## src/design/fbo_pkg.sv

```systemverilog
// shared constants and carrier types of the fieldbus output image handler
`default_nettype none
package fbo_pkg;
   // clock and processing period
   localparam int unsigned CLK_PERIOD_NS  = 8;
   localparam int unsigned PROC_PERIOD_NS = 1000000;
   localparam int unsigned PROC_CYCLES    =
      (PROC_PERIOD_NS + CLK_PERIOD_NS - 1) / CLK_PERIOD_NS;

   // image word positions, one aligned bus word each
   localparam int NUM_FIELDS = 12;
   localparam int F_VAL0     = 0;
   localparam int F_VAL1     = 1;
   localparam int F_THR0     = 2;
   localparam int NUM_THR    = 4;
   localparam int F_FLAGS    = 6;
   localparam int F_CTRL     = 7;
   localparam int F_PSET     = 8;
   localparam int F_RD_REQ   = 9;
   localparam int F_WR_REQ   = 10;
   localparam int F_WR_VAL   = 11;

   // byte addresses of the register file
   localparam int       ADDR_W     = 7;
   localparam logic [6:0] A_CMD_ECHO = 7'h30;
   localparam logic [6:0] A_PSET_ACT = 7'h34;
   localparam logic [6:0] A_RD_HDR   = 7'h38;
   localparam logic [6:0] A_RD_VAL   = 7'h3c;
   localparam logic [6:0] A_WR_HDR   = 7'h40;
   localparam logic [6:0] A_STATUS   = 7'h44;

   // status register bit positions
   localparam int ST_RD_OK    = 0;
   localparam int ST_WR_OK    = 1;
   localparam int ST_RD_PEND  = 2;
   localparam int ST_WR_PEND  = 3;
   localparam int ST_OD_BUSY  = 4;
   localparam int ST_CMD_PEND = 5;
   localparam int ST_MEAS_OK  = 6;
   localparam int ST_PSET_PND = 7;

   // field widths and masks
   localparam logic [31:0] MASK_8   = 32'h0000_00ff;
   localparam logic [31:0] MASK_16  = 32'h0000_ffff;
   localparam logic [31:0] MASK_32  = 32'hffff_ffff;
   localparam logic [31:0] WORD_RST = 32'h0000_0000;
   localparam logic [15:0] PSET_MIN = 16'h0001;
   localparam logic [15:0] PSET_MAX = 16'h000a;
   localparam logic [15:0] OD_NOP   = 16'h0000;
   localparam logic [7:0]  ERR_NONE = 8'h00;
   localparam logic [1:0]  SZ_8     = 2'h1;
   localparam logic [1:0]  SZ_16    = 2'h2;
   localparam int          HTRANS_ACT = 1;

   typedef logic [31:0]                fbo_word_t;
   typedef logic [NUM_THR-1:0][31:0]   fbo_thr_t;

   // request selector word: index low, subindex, padding high
   typedef struct packed {
      logic [7:0]  pad;
      logic [7:0]  sub;
      logic [15:0] index;
   } fbo_od_sel_s;

   // response header word: index low, subindex, error high
   typedef struct packed {
      logic [7:0]  err;
      logic [7:0]  sub;
      logic [15:0] index;
   } fbo_od_hdr_s;

   typedef struct packed {
      logic        we;
      fbo_od_sel_s sel;
      fbo_word_t   wdata;
   } fbo_od_req_s;

   typedef struct packed {
      fbo_od_hdr_s hdr;
      logic [1:0]  size;
      fbo_word_t   value;
   } fbo_od_rsp_s;
endpackage : fbo_pkg
`default_nettype wire

```

## src/design/fbo_image.sv

```systemverilog
// controller-to-device image: ahb-lite register file and change handling
`default_nettype none
//////////////////////////////////////////////////////////////////////////////
// Notes on behaviour
// - processing runs on own tick, not bus
// - two float inputs used as measured values
// - input values always flagged valid
// - thresholds applied when any image field changes
// - 32-bit command word triggers fixed functions
// - command word echoed back when done
// - parameter set 1 to 10 is selected
// - read request: index, subindex, ignored padding; a padding-only change still re-sends it
// - write request adds 32-bit stored value
// - index zero means no operation
// - reads of 8-, 16- and 32-bit objects
// - writes limited to 32-bit objects
// - narrow objects sit in low bits
// - commands and accesses may take many cycles
// - success needs matching index, subindex, zero error
// - float, uint16, uint8, uint32 encodings
module fbo_image
   import fbo_pkg::*;
#(
   parameter int unsigned PERIOD = PROC_CYCLES
) (
   input  wire logic        hclk,
   input  wire logic        hresetn,
   input  wire logic        hsel,
   input  wire logic [31:0] haddr,
   input  wire logic [1:0]  htrans,
   input  wire logic        hwrite,
   input  wire logic [2:0]  hsize,
   input  wire logic [31:0] hwdata,
   input  wire logic        hready,
   output var  logic        hreadyout,
   output var  logic        hresp,
   output var  logic [31:0] hrdata,
   output var  fbo_word_t   fb_val0,
   output var  fbo_word_t   fb_val1,
   output var  logic        val_upd,
   output var  logic        meas_valid,
   output var  fbo_thr_t    thr,
   output var  logic        thr_apply,
   output var  logic [15:0] dig_flags_hi,
   output var  fbo_word_t   cmd_word,
   output var  logic        cmd_req,
   input  wire logic        cmd_done,
   output var  logic [15:0] pset_sel,
   output var  logic        pset_req,
   input  wire logic        pset_ack,
   output var  fbo_od_req_s od_req,
   output var  logic        od_req_vld,
   input  wire logic        od_rsp_vld,
   input  wire fbo_od_rsp_s od_rsp
);
   typedef struct packed {
      logic [NUM_FIELDS-1:0][31:0] img;
      logic                        dp_we;
      logic [ADDR_W-1:0]           dp_addr;
      logic [31:0]                 hrdata;
      logic                        hready;
      logic                        eval;
      fbo_word_t                   val0;
      fbo_word_t                   val1;
      logic                        val_upd;
      logic                        meas_valid;
      fbo_thr_t                    thr;
      logic                        thr_apply;
      logic [15:0]                 dflags;
      fbo_word_t                   cmd_word;
      logic                        cmd_req;
      logic                        cmd_pend;
      fbo_word_t                   cmd_echo;
      logic [15:0]                 pset_sel;
      logic                        pset_req;
      logic                        pset_pend;
      logic [15:0]                 pset_act;
      logic                        rd_pend;
      logic                        wr_pend;
      logic                        od_busy;
      fbo_od_req_s                 od_req;
      logic                        od_req_vld;
      fbo_od_sel_s                 rd_sel;
      fbo_od_sel_s                 wr_sel;
      fbo_word_t                   wr_val;
      fbo_od_hdr_s                 rd_hdr;
      fbo_word_t                   rd_val;
      logic                        rd_ok;
      fbo_od_hdr_s                 wr_hdr;
      logic                        wr_ok;
   } fbo_img_s;

   fbo_img_s st_q;
   fbo_img_s st_d;

   logic                        tick;
   logic [NUM_FIELDS-1:0]       chg;
   logic [NUM_FIELDS-1:0][31:0] snap;

   // flags and set number are 16 bits wide, the rest full words
   function automatic logic [31:0] fmask(input logic [3:0] idx);
      if (idx == 4'(F_FLAGS) || idx == 4'(F_PSET)) begin
         return MASK_16;
      end
      return MASK_32;
   endfunction : fmask

   function automatic logic [31:0] szmask(input logic [1:0] sz);
      if (sz == SZ_8) begin
         return MASK_8;
      end else if (sz == SZ_16) begin
         return MASK_16;
      end
      return MASK_32;
   endfunction : szmask

   //////////////////////////////////////////////////////////////////////////
   // processing enable and per-field change detection
   fbo_tick #(
      .PERIOD (PERIOD)
   ) u_tick (
      .hclk    (hclk),
      .hresetn (hresetn),
      .tick    (tick)
   );

   // sampling on our own enable decouples processing from bus timing
   for (genvar i = 0; i < NUM_FIELDS; i++) begin : g_fld
      fbo_chg_det #(
         .W (32)
      ) u_cd (
         .hclk    (hclk),
         .hresetn (hresetn),
         .sample  (tick),
         .din     (st_q.img[i]),
         .snap    (snap[i]),
         .changed (chg[i])
      );
   end

   //////////////////////////////////////////////////////////////////////////
   // next state
   always_comb begin
      fbo_od_sel_s rsel;
      fbo_od_sel_s wsel;
      logic [3:0]  widx;
      logic [3:0]  ridx;
      logic [6:0]  ra;
      rsel = snap[F_RD_REQ];
      wsel = snap[F_WR_REQ];
      widx = st_q.dp_addr[5:2];
      ra   = haddr[6:0];
      ridx = ra[5:2];
      st_d = st_q;
      st_d.val_upd    = 1'b0;
      st_d.thr_apply  = 1'b0;
      st_d.cmd_req    = 1'b0;
      st_d.pset_req   = 1'b0;
      st_d.od_req_vld = 1'b0;
      st_d.dp_we      = 1'b0;
      st_d.eval       = tick;

      // bus data phase: only image words are writable
      if (st_q.dp_we && st_q.dp_addr < A_CMD_ECHO) begin
         st_d.img[widx] = hwdata & fmask(widx);
      end

      // bus address phase; reads see a write that just landed
      if (hsel && hready && htrans[HTRANS_ACT]) begin
         st_d.dp_we   = hwrite;
         st_d.dp_addr = ra;
         st_d.hrdata  = WORD_RST;
         if (!hwrite) begin
            if (ra < A_CMD_ECHO && haddr[31:7] == '0) begin
               st_d.hrdata = st_d.img[ridx];
            end else if (haddr[31:7] != '0) begin
               st_d.hrdata = WORD_RST;
            end else if (ra == A_CMD_ECHO) begin
               st_d.hrdata = st_q.cmd_echo;
            end else if (ra == A_PSET_ACT) begin
               st_d.hrdata = {16'h0000, st_q.pset_act};
            end else if (ra == A_RD_HDR) begin
               st_d.hrdata = st_q.rd_hdr;
            end else if (ra == A_RD_VAL) begin
               st_d.hrdata = st_q.rd_val;
            end else if (ra == A_WR_HDR) begin
               st_d.hrdata = st_q.wr_hdr;
            end else if (ra == A_STATUS) begin
               st_d.hrdata[ST_RD_OK]    = st_q.rd_ok;
               st_d.hrdata[ST_WR_OK]    = st_q.wr_ok;
               st_d.hrdata[ST_RD_PEND]  = st_q.rd_pend;
               st_d.hrdata[ST_WR_PEND]  = st_q.wr_pend;
               st_d.hrdata[ST_OD_BUSY]  = st_q.od_busy;
               st_d.hrdata[ST_CMD_PEND] = st_q.cmd_pend;
               st_d.hrdata[ST_MEAS_OK]  = st_q.meas_valid;
               st_d.hrdata[ST_PSET_PND] = st_q.pset_pend;
            end
         end
      end

      // completions first so a fresh change in the same cycle wins
      if (cmd_done && st_q.cmd_pend) begin
         st_d.cmd_echo = st_q.cmd_word;
         st_d.cmd_pend = 1'b0;
      end
      if (pset_ack && st_q.pset_pend) begin
         st_d.pset_act  = st_q.pset_sel;
         st_d.pset_pend = 1'b0;
      end
      if (od_rsp_vld && st_q.od_busy) begin
         st_d.od_busy = 1'b0;
         if (st_q.od_req.we) begin
            st_d.wr_hdr = od_rsp.hdr;
            st_d.wr_ok  = od_rsp.hdr.index == st_q.od_req.sel.index &&
                          od_rsp.hdr.sub == st_q.od_req.sel.sub &&
                          od_rsp.hdr.err == ERR_NONE;
         end else begin
            st_d.rd_hdr = od_rsp.hdr;
            st_d.rd_val = od_rsp.value & szmask(od_rsp.size);
            st_d.rd_ok  = od_rsp.hdr.index == st_q.od_req.sel.index &&
                          od_rsp.hdr.sub == st_q.od_req.sel.sub &&
                          od_rsp.hdr.err == ERR_NONE;
         end
      end

      // dispatch one dictionary access at a time, reads first
      if (!st_q.od_busy && (st_q.rd_pend || st_q.wr_pend)) begin
         st_d.od_busy    = 1'b1;
         st_d.od_req_vld = 1'b1;
         if (st_q.rd_pend) begin
            st_d.rd_pend      = 1'b0;
            st_d.od_req.we    = 1'b0;
            st_d.od_req.sel   = st_q.rd_sel;
            st_d.od_req.wdata = WORD_RST;
         end else begin
            st_d.wr_pend      = 1'b0;
            st_d.od_req.we    = 1'b1;
            st_d.od_req.sel   = st_q.wr_sel;
            st_d.od_req.wdata = st_q.wr_val;
         end
      end

      // evaluation one cycle after the snapshot
      if (st_q.eval) begin
         st_d.val0    = snap[F_VAL0];
         st_d.val1    = snap[F_VAL1];
         st_d.val_upd = 1'b1;
         if (|chg) begin
            st_d.thr       = snap[F_THR0 +: NUM_THR];
            st_d.thr_apply = 1'b1;
         end
         if (chg[F_FLAGS]) begin
            st_d.dflags = snap[F_FLAGS][15:0];
         end
         if (chg[F_CTRL]) begin
            st_d.cmd_word = snap[F_CTRL];
            st_d.cmd_req  = 1'b1;
            st_d.cmd_pend = 1'b1;
         end
         // out-of-range numbers still count as a change, no switch
         if (chg[F_PSET] && snap[F_PSET][15:0] >= PSET_MIN &&
             snap[F_PSET][15:0] <= PSET_MAX) begin
            st_d.pset_sel  = snap[F_PSET][15:0];
            st_d.pset_req  = 1'b1;
            st_d.pset_pend = 1'b1;
         end
         // request kept at change time: a later index zero is never sent
         if (chg[F_RD_REQ] && rsel.index != OD_NOP) begin
            st_d.rd_pend = 1'b1;
            st_d.rd_sel  = rsel;
         end
         if ((chg[F_WR_REQ] || chg[F_WR_VAL]) && wsel.index != OD_NOP) begin
            st_d.wr_pend = 1'b1;
            st_d.wr_sel  = wsel;
            st_d.wr_val  = snap[F_WR_VAL];
         end
      end
   end

   always_ff @(posedge hclk or negedge hresetn) begin
      if (!hresetn) begin
         st_q            <= '0;
         st_q.hready     <= 1'b1;
         st_q.meas_valid <= 1'b1;
      end else begin
         st_q <= st_d;
      end
   end

   //////////////////////////////////////////////////////////////////////////
   // outputs
   assign hreadyout    = st_q.hready;
   assign hresp        = 1'b0;
   assign hrdata       = st_q.hrdata;
   assign fb_val0      = st_q.val0;
   assign fb_val1      = st_q.val1;
   assign val_upd      = st_q.val_upd;
   assign meas_valid   = st_q.meas_valid;
   assign thr          = st_q.thr;
   assign thr_apply    = st_q.thr_apply;
   assign dig_flags_hi = st_q.dflags;
   assign cmd_word     = st_q.cmd_word;
   assign cmd_req      = st_q.cmd_req;
   assign pset_sel     = st_q.pset_sel;
   assign pset_req     = st_q.pset_req;
   assign od_req       = st_q.od_req;
   assign od_req_vld   = st_q.od_req_vld;
endmodule : fbo_image
`default_nettype wire

```

## src/design/fbo_tick.sv

```systemverilog
// processing-rate enable divider, independent of any fieldbus cycle
`default_nettype none
module fbo_tick
   import fbo_pkg::*;
#(
   parameter int unsigned PERIOD = PROC_CYCLES
) (
   input  wire logic hclk,
   input  wire logic hresetn,
   output var  logic tick
);
   localparam int CW = $clog2(PERIOD + 1);
   localparam logic [CW-1:0] CNT_LAST = CW'(PERIOD - 1);

   typedef struct packed {
      logic [CW-1:0] cnt;
      logic          tick;
   } fbo_tick_s;

   fbo_tick_s st_q;
   fbo_tick_s st_d;

   always_comb begin
      st_d      = st_q;
      st_d.tick = 1'b0;
      if (st_q.cnt == CNT_LAST) begin
         st_d.cnt  = '0;
         st_d.tick = 1'b1;
      end else begin
         st_d.cnt = st_q.cnt + CW'(1);
      end
   end

   always_ff @(posedge hclk or negedge hresetn) begin
      if (!hresetn) begin
         st_q <= '0;
      end else begin
         st_q <= st_d;
      end
   end

   assign tick = st_q.tick;
endmodule : fbo_tick
`default_nettype wire

```

## src/design/fbo_chg_det.sv

```systemverilog
// one image field: snapshot on the processing enable and change flag
`default_nettype none
module fbo_chg_det #(
   parameter int W = 32
) (
   input  wire logic         hclk,
   input  wire logic         hresetn,
   input  wire logic         sample,
   input  wire logic [W-1:0] din,
   output var  logic [W-1:0] snap,
   output var  logic         changed
);
   typedef struct packed {
      logic [W-1:0] snap;
      logic         changed;
   } fbo_cd_s;

   fbo_cd_s st_q;
   fbo_cd_s st_d;

   always_comb begin
      st_d         = st_q;
      st_d.changed = 1'b0;
      if (sample) begin
         st_d.changed = (din != st_q.snap);
         st_d.snap    = din;
      end
   end

   // copies start cleared so a zero image is no change
   always_ff @(posedge hclk or negedge hresetn) begin
      if (!hresetn) begin
         st_q <= '0;
      end else begin
         st_q <= st_d;
      end
   end

   assign snap    = st_q.snap;
   assign changed = st_q.changed;
endmodule : fbo_chg_det
`default_nettype wire

```

## config.mk

```make
export PLATFORM = sky130hd
export DESIGN_NAME = fbo_image
export DESIGN_NICKNAME = d
export VERILOG_FILES = /design/src/design/fbo_pkg.sv /design/src/design/fbo_image.sv /design/src/design/fbo_tick.sv /design/src/design/fbo_chg_det.sv
export SDC_FILE = /design/constraint.sdc
export NUM_CORES = 2
export LEC_CHECK = 0
export CORE_MARGIN = 2
export CORE_UTILIZATION = 55
export DETAILED_ROUTE_END_ITERATION = 7
export DONT_BUFFER_PORTS = 1
export GPL_ROUTABILITY_DRIVEN = 0
export PLACE_DENSITY_LB_ADDON = 0.15
export SLEW_MARGIN = 20
export SYNTH_ARGS = -nofsm -noshare
export SYNTH_HDL_FRONTEND = slang
export SYNTH_HIERARCHICAL = 1
export SYNTH_SLANG_ARGS = --single-unit
```

## constraint.sdc

```tcl
create_clock -name hclk -period 3.1 [get_ports hclk]
set_input_delay 0.93 -clock hclk [delete_from_list [all_inputs] [get_ports hclk]]
set_output_delay 0.93 -clock hclk [all_outputs]
set_load 0.01 [all_outputs]
```

After elaboration in Yosys (flattened, before gate mapping)
Index checks and enable logic that the tools add are counted.
{"block": "totals", "register_bits": 1412, "in_bits": 143, "out_inout_bits": 361, "word_cells": 215}
{"block": "op_classes", "n_addsub": 1, "magnitude_cmp": 7, "n_eq_ne": 25, "n_mux": 61, "n_bitwise": 3, "n_reduce_logical": 34}
{"op": "$mux 32", "n": 17}
{"op": "$bwmux 384", "n": 1}
{"op": "$mux 384", "n": 1}
{"op": "$ne 32x32->1", "n": 12}
{"op": "$bmux 32 s4", "n": 1}
{"op": "$demux 32 s4", "n": 1}
{"op": "$mux 69", "n": 1}
{"op": "$mux 65", "n": 1}
{"op": "$and 32x32->32", "n": 2}
{"op": "$mux 51", "n": 1}
{"op": "$mux 40", "n": 1}
{"op": "$mux 17", "n": 2}
{"op": "$mux 34", "n": 1}
{"op": "$mux 33", "n": 1}
{"op": "$reduce_bool 16->1", "n": 2}
{"op": "$eq 7x6->1 const B", "n": 4}
{"op": "$logic_not 25->1", "n": 1}
{"op": "$mux 1", "n": 25}
{"op": "$reduce_bool 25->1", "n": 1}
{"op": "$mux 24", "n": 1}
{"op": "$add 17x1->17 const B", "n": 1}
{"op": "$eq 17x17->1 const B", "n": 1}
{"op": "$eq 16x16->1", "n": 1}
{"op": "$ge 16x1->1 const B", "n": 1}
{"op": "21 further kinds", "n": 50}

Logic depth before layout (Yosys ltp)
{"block": "logic_depth", "ltp_word": 14, "mapped_depth": 11}

By module
Netlist, hierarchy kept.
{"module": "fbo_image", "n_inst": 1, "cells_each": 4329, "area_each_um2": 46768.6, "seq_area_each_um2": 24923.9}
{"module": "fbo_chg_det", "n_inst": 12, "cells_each": 112, "area_each_um2": 1575.3, "seq_area_each_um2": 825.8}
{"module": "fbo_tick", "n_inst": 1, "cells_each": 77, "area_each_um2": 858.3, "seq_area_each_um2": 450.4}

Worst setup path after synthesis
Ideal clock, no wire load.
{"block": "synth_timing", "path_type": "in2reg", "startpoint": "in haddr[20]", "endpoint": "reg st_q (netlist bit hrdata[17])", "setup_time_ns": 0.143, "arrival_ns": 2.608, "required_ns": 2.957, "path_slack_ns": 0.349, "cell_stages": 7, "n_path_buf": 1, "path_cell_list": "or4_1 and4bb_2 and2_1 clkbuf_1 o211ai_1 a211oi_1 a31oi_1"}
{"block": "synth_between", "elab_chain_cells": 4, "word_cells_on_any_way": 6, "cone_classes": "mux: 3; reduce/logical: 3"}
{"item": "from (decl)", "line": "fbo_image.sv:29", "source": "input wire logic [31:0] haddr,"}
{"item": "$reduce_bool 25->1 or $logic_not 25->1 (tied branches)", "line": "fbo_image.sv:176, fbo_image.sv:174"}
{"item": "$mux 32 or $logic_and 1x1->1 (tied branches)", "line": "fbo_image.sv:176, fbo_image.sv:174"}
{"item": "$mux 32 (*)", "line": "fbo_image.sv:174", "source": "if (ra < A_CMD_ECHO && haddr[31:7] == '0) begin"}
{"item": "$mux 32 (*)", "line": "fbo_image.sv:173", "source": "if (!hwrite) begin"}
{"item": "to (signal assigned)", "line": "fbo_image.sv:286", "source": "st_q <= st_d;"}
{"item": "to (decl)", "line": "fbo_image.sv:93", "source": "fbo_img_s st_q;"}
Every way passes the cells marked *; elsewhere a longest branch is shown, timed or not.
A chain may end at the register's enable or synchronous reset.

==> impl_metrics.prom <==
# TYPE chip_impl_metric gauge
chip_impl_info{name="synth_ff_type",value="dfrtp_1"} 1
chip_impl_metric{name="flip_flop_and_latch_count_after_synthesis",unit=""} 1410
chip_impl_metric{name="gate_count_of_the_mapped_netlist",unit=""} 5750
chip_impl_info{name="run_status",value="complete, but fails checks"} 1
chip_impl_metric{name="layout_worst_path_cycle_share",unit=""} 1.05
chip_impl_metric{name="timing.critical_path.required",unit="ns"} 3.78
chip_impl_info{name="failing_checks",value="design-rule violations, negative setup slack"} 1
chip_impl_metric{name="fin_setup_tns",unit="ns"} -0.244
chip_impl_metric{name="postRouteWirelength",unit="um"} 224000
chip_impl_metric{name="first_global_vias",unit=""} 43700
chip_impl_metric{name="timing.critical_path.fanout_max",unit=""} 21
chip_impl_metric{name="synth.cell_area",unit="um2"} 66500
chip_impl_metric{name="portBuffers",unit=""} 0
chip_impl_info{name="mostFrequentLayoutCells",value="dfrtp_1 (1407), mux2_2 (945), nand2_1 (771), xnor2_1 (405), o21ai_0 (274)"} 1
chip_impl_metric{name="reg2regPathDepth",unit=""} 8
chip_impl_metric{name="clk_latency",unit="ns"} 0.80
chip_impl_metric{name="grt_start_max_net_pins",unit=""} 241
chip_impl_info{name="critical_path.reg2reg.endpoint",value="hrdata[18]"} 1
chip_impl_info{name="critPathKind",value="reg -> reg"} 1
chip_impl_metric{name="std_cell_rows",unit=""} 127
chip_impl_metric{name="clock_path_buffers",unit=""} 3
chip_impl_info{name="min-delay-path-class",value="in -> async"} 1
chip_impl_metric{name="die_w",unit="um"} 352
chip_impl_metric{name="layout.cells.non_filler",unit=""} 7164
chip_impl_metric{name="drt.antenna.violating_nets",unit=""} 0
chip_impl_metric{name="setup.reg_to_reg.worst_slack",unit="ns"} -0.15
chip_impl_metric{name="height_of_the_die",unit="um"} 352
chip_impl_metric{name="wire_per_inst",unit="um"} 31.3
chip_impl_metric{name="post-place-cells",unit=""} 6882
chip_impl_metric{name="setup_viol_count_final",unit=""} 5
chip_impl_metric{name="place.detailed.hpwl",unit="um"} 164000
chip_impl_metric{name="crit_arrival",unit="ns"} 3.93
chip_impl_metric{name="clkTransAtPathRegs",unit="ns"} 0.06
chip_impl_metric{name="slew-limit-headroom",unit=""} 0.231
chip_impl_info{name="timing.rr.start",value="st_q[612]"} 1
chip_impl_metric{name="tritoncts_num_sinks",unit=""} 1410
chip_impl_metric{name="total_power",unit="W"} 0.0438
chip_impl_metric{name="total_leakage_power",unit="nW"} 32.7
chip_impl_metric{name="ir_drop_worst_vdd",unit="V"} 0.000617
chip_impl_metric{name="vias_per_cell",unit=""} 6.39
chip_impl_metric{name="clock_tree.htree_level_count",unit=""} 4
chip_impl_info{name="grt_setup_unrepaired",value="yes"} 1
chip_impl_metric{name="congestion_overflow_gr",unit=""} 0
chip_impl_metric{name="share_of_synthesized_registers_carrying_an_async_set_or_reset",unit=""} 1.00
chip_impl_metric{name="tritoncts.num_buffers",unit=""} 151
chip_impl_metric{name="grt_first_pass_wirelength",unit="um"} 319000
chip_impl_metric{name="finalHoldViolations",unit=""} 0
chip_impl_info{name="nature_of_the_critical_path_startpoint",value="register"} 1
chip_impl_info{name="setup.worst_path.end_class",value="register"} 1
chip_impl_metric{name="fmax",unit="MHz"} 307
chip_impl_metric{name="detailedPlace.worstSlack",unit="ns"} -0.969
chip_impl_metric{name="detailed_router_iteration_count_before_antenna_repair",unit=""} 8
chip_impl_metric{name="postLayoutSetupSlackWorst",unit="ns"} -0.155
chip_impl_metric{name="timing.final.crit_period",unit="ns"} 3.25
chip_impl_metric{name="part_of_the_yosys_area_used_for_sequential_elements",unit=""} 0.530
chip_impl_metric{name="placeableCoreArea",unit="um2"} 120000
chip_impl_metric{name="initial_utilization",unit=""} 0.555
chip_impl_metric{name="synth_enable_flop_cells",unit=""} 0
chip_impl_info{name="cts_tree",value="yes"} 1
chip_impl_metric{name="postSynthAreaPerCell",unit="um2"} 11.6
chip_impl_metric{name="nets",unit=""} 5574
chip_impl_metric{name="initial_antenna_violation_count",unit=""} 16
chip_impl_metric{name="design.die.area",unit="um2"} 124000
chip_impl_metric{name="cell_variety_after_synth",unit=""} 99
chip_impl_metric{name="multiInputGateArea",unit="um2"} 26900
chip_impl_info{name="cts.root.buffer_cell",value="clkbuf_16"} 1
chip_impl_metric{name="num_vias",unit=""} 45800
chip_impl_metric{name="drc",unit=""} 15
chip_impl_metric{name="final_max_tran_viols",unit=""} 0
chip_impl_metric{name="fin_skew",unit="ns"} 0.0292
chip_impl_info{name="layout.cells.most_common",value="dfrtp_1"} 1
chip_impl_metric{name="top_level_ports",unit=""} 504
chip_impl_metric{name="fillers",unit=""} 9737
chip_impl_metric{name="layout-area-overhead-vs-synth",unit="%"} 7.62
chip_impl_metric{name="final_layout_size_suffix_gt1_frac",unit=""} 0.267
chip_impl_metric{name="yosysWarnings",unit=""} 6
chip_impl_metric{name="drt-initial-drc-count",unit=""} 5831
chip_impl_metric{name="timing_worst_slew_pin_value",unit="ns"} 1.14
chip_impl_metric{name="area.sequential",unit="um2"} 35300
chip_impl_metric{name="max-cap-violations",unit=""} 0
chip_impl_metric{name="power.density_cell_area",unit="nW/um2"} 612
chip_impl_metric{name="grt_usage",unit=""} 0.362
final cells by class:
cell class | instances | area share
Antenna cell | 6 | 0.000210
Clock buffer | 217 | 0.0622
Clock inverter | 53 | 0.00799
Inverter | 30 | 0.00157
Multi-Input combinational cell | 3610 | 0.376
Sequential cell | 1410 | 0.493
Tap cell | 1612 | 0.0282
Timing Repair Buffer | 226 | 0.0310
worst max-delay path by stage:
stage / startpoint / to / slack, ns / depth (start not counted)
2_1_floorplan: haddr[20] / hrdata[17] / 0.35 / 7
3_3_place_gp: hresetn / st_q[574] / -1.03 / 3
3_5_place_dp: hresetn / st_q[574] / -0.97 / 5
4_1_cts: st_q[610] / hrdata[10] / 0.05 / 7
5_1_grt: st_q[613] / hrdata[15] / -0.005 / 8
6_report: st_q[612] / hrdata[18] / -0.15 / 8
critical path: stages, from the launching register on:
cell	delay, ns
dfrtp_1	0.45
buf_4	0.18
nor4b_4	0.26
buf_12	0.20
nand2_1	0.16
mux2_2	0.34
o21ai_0	0.65
nand4_1	0.48
a32o_1	0.40
metrics by stage:
stage | cell area [um2] | utilization | hold WS (ns)
global placement | 66300 | 0.552 | 0.461
detailed placement | 66400 | 0.553 | 0.472
floorplan | 66500 | - | 0.352
global route | 71600 | 0.597 | 0.0395
finish | 71600 | 0.597 | 0.0430
CTS | 71500 | 0.596 | 0.00345
state kept, by name, indices dropped and copies added (netlist names), 12 cells and up:
| register | cells |
|---|---|
| pset_sel | 16 |
| fb_val0 | 32 |
| hrdata | 32 |
| g_fld.u_cd/changed | 12 |
| cmd_word | 32 |
| fb_val1 | 32 |
| u_tick/st_q | 17 |
| thr | 128 |
| st_q | 638 |
| dig_flags_hi | 16 |
| g_fld.u_cd/snap | 384 |
| od_req | 65 |
cells by family after synthesis:
| group | synth area share |
|---|---|
| adders and majority gates | 0.000376 |
| DFF | 0.530 |
| and+or+nand+nor | 0.100 |
| buffers and inverters | 0.0674 |
| muxes | 0.172 |
| AOI/OAI and AO/OA | 0.0737 |
| xor gates and xnor gates | 0.0557 |
| other | 0.000113 |
what timing repair did:
action	4_1_cts	5_1_grt
pin swaps	0	0
cloned	1	0
buffers inserted	0	0
gates resized for setup	0	10
endpoints found under the setup margin	210	116
endpoints found under the hold margin	52	0
hold buffers	2	0
cells in the mapped netlist (all sizes together) (11+ instances only):
| library cell | n | area, um2 |
|---|---|---|
| nor4 | 59 | 375 |
| buf | 491 | 3580 |
| nor2b | 35 | 219 |
| and2 | 44 | 275 |
| dfrtp | 1410 | 35300 |
| o21ai | 291 | 1460 |
| a21oi | 89 | 449 |
| a41oi | 14 | 123 |
| a31oi | 31 | 194 |
| o32ai | 13 | 114 |
| nor2 | 122 | 478 |
| or4 | 17 | 128 |
| xnor2 | 405 | 3550 |
| a211oi | 35 | 263 |
| a22oi | 51 | 383 |
| clkbuf | 210 | 788 |
| nand2b | 58 | 363 |
| nand3 | 62 | 315 |
| o22ai | 18 | 113 |
| o211ai | 38 | 285 |
| a21boi | 14 | 105 |
| nor3 | 60 | 323 |
| o31ai | 14 | 105 |
| a221oi | 20 | 181 |
| mux2 | 964 | 10900 |
| mux2i | 50 | 500 |
| a21o | 16 | 120 |
| a32oi | 11 | 96.3 |
| xor2 | 18 | 158 |
| nor4b | 12 | 126 |
| inv | 26 | 97.6 |
| nand4 | 117 | 747 |
| nand2 | 777 | 2950 |
| or2 | 13 | 81.3 |
| a2111oi | 14 | 129 |
power breakdown:
part	internal, W	total, W	switching (W)
combinational	0.00168	0.00412	0.00244
sequential	0.0195	0.0213	0.00181
clock	0.0107	0.0184	0.00766
layer usage:
metal	up-vias	wire, um	global-route usage
met5	-	138	0.00432
met4	14	12800	0.176
met3	631	31900	0.164
met2	2773	92400	0.504
met1	23200	87200	0.477
li1	19200	-	-
Power figures use the tool's default switching activity.
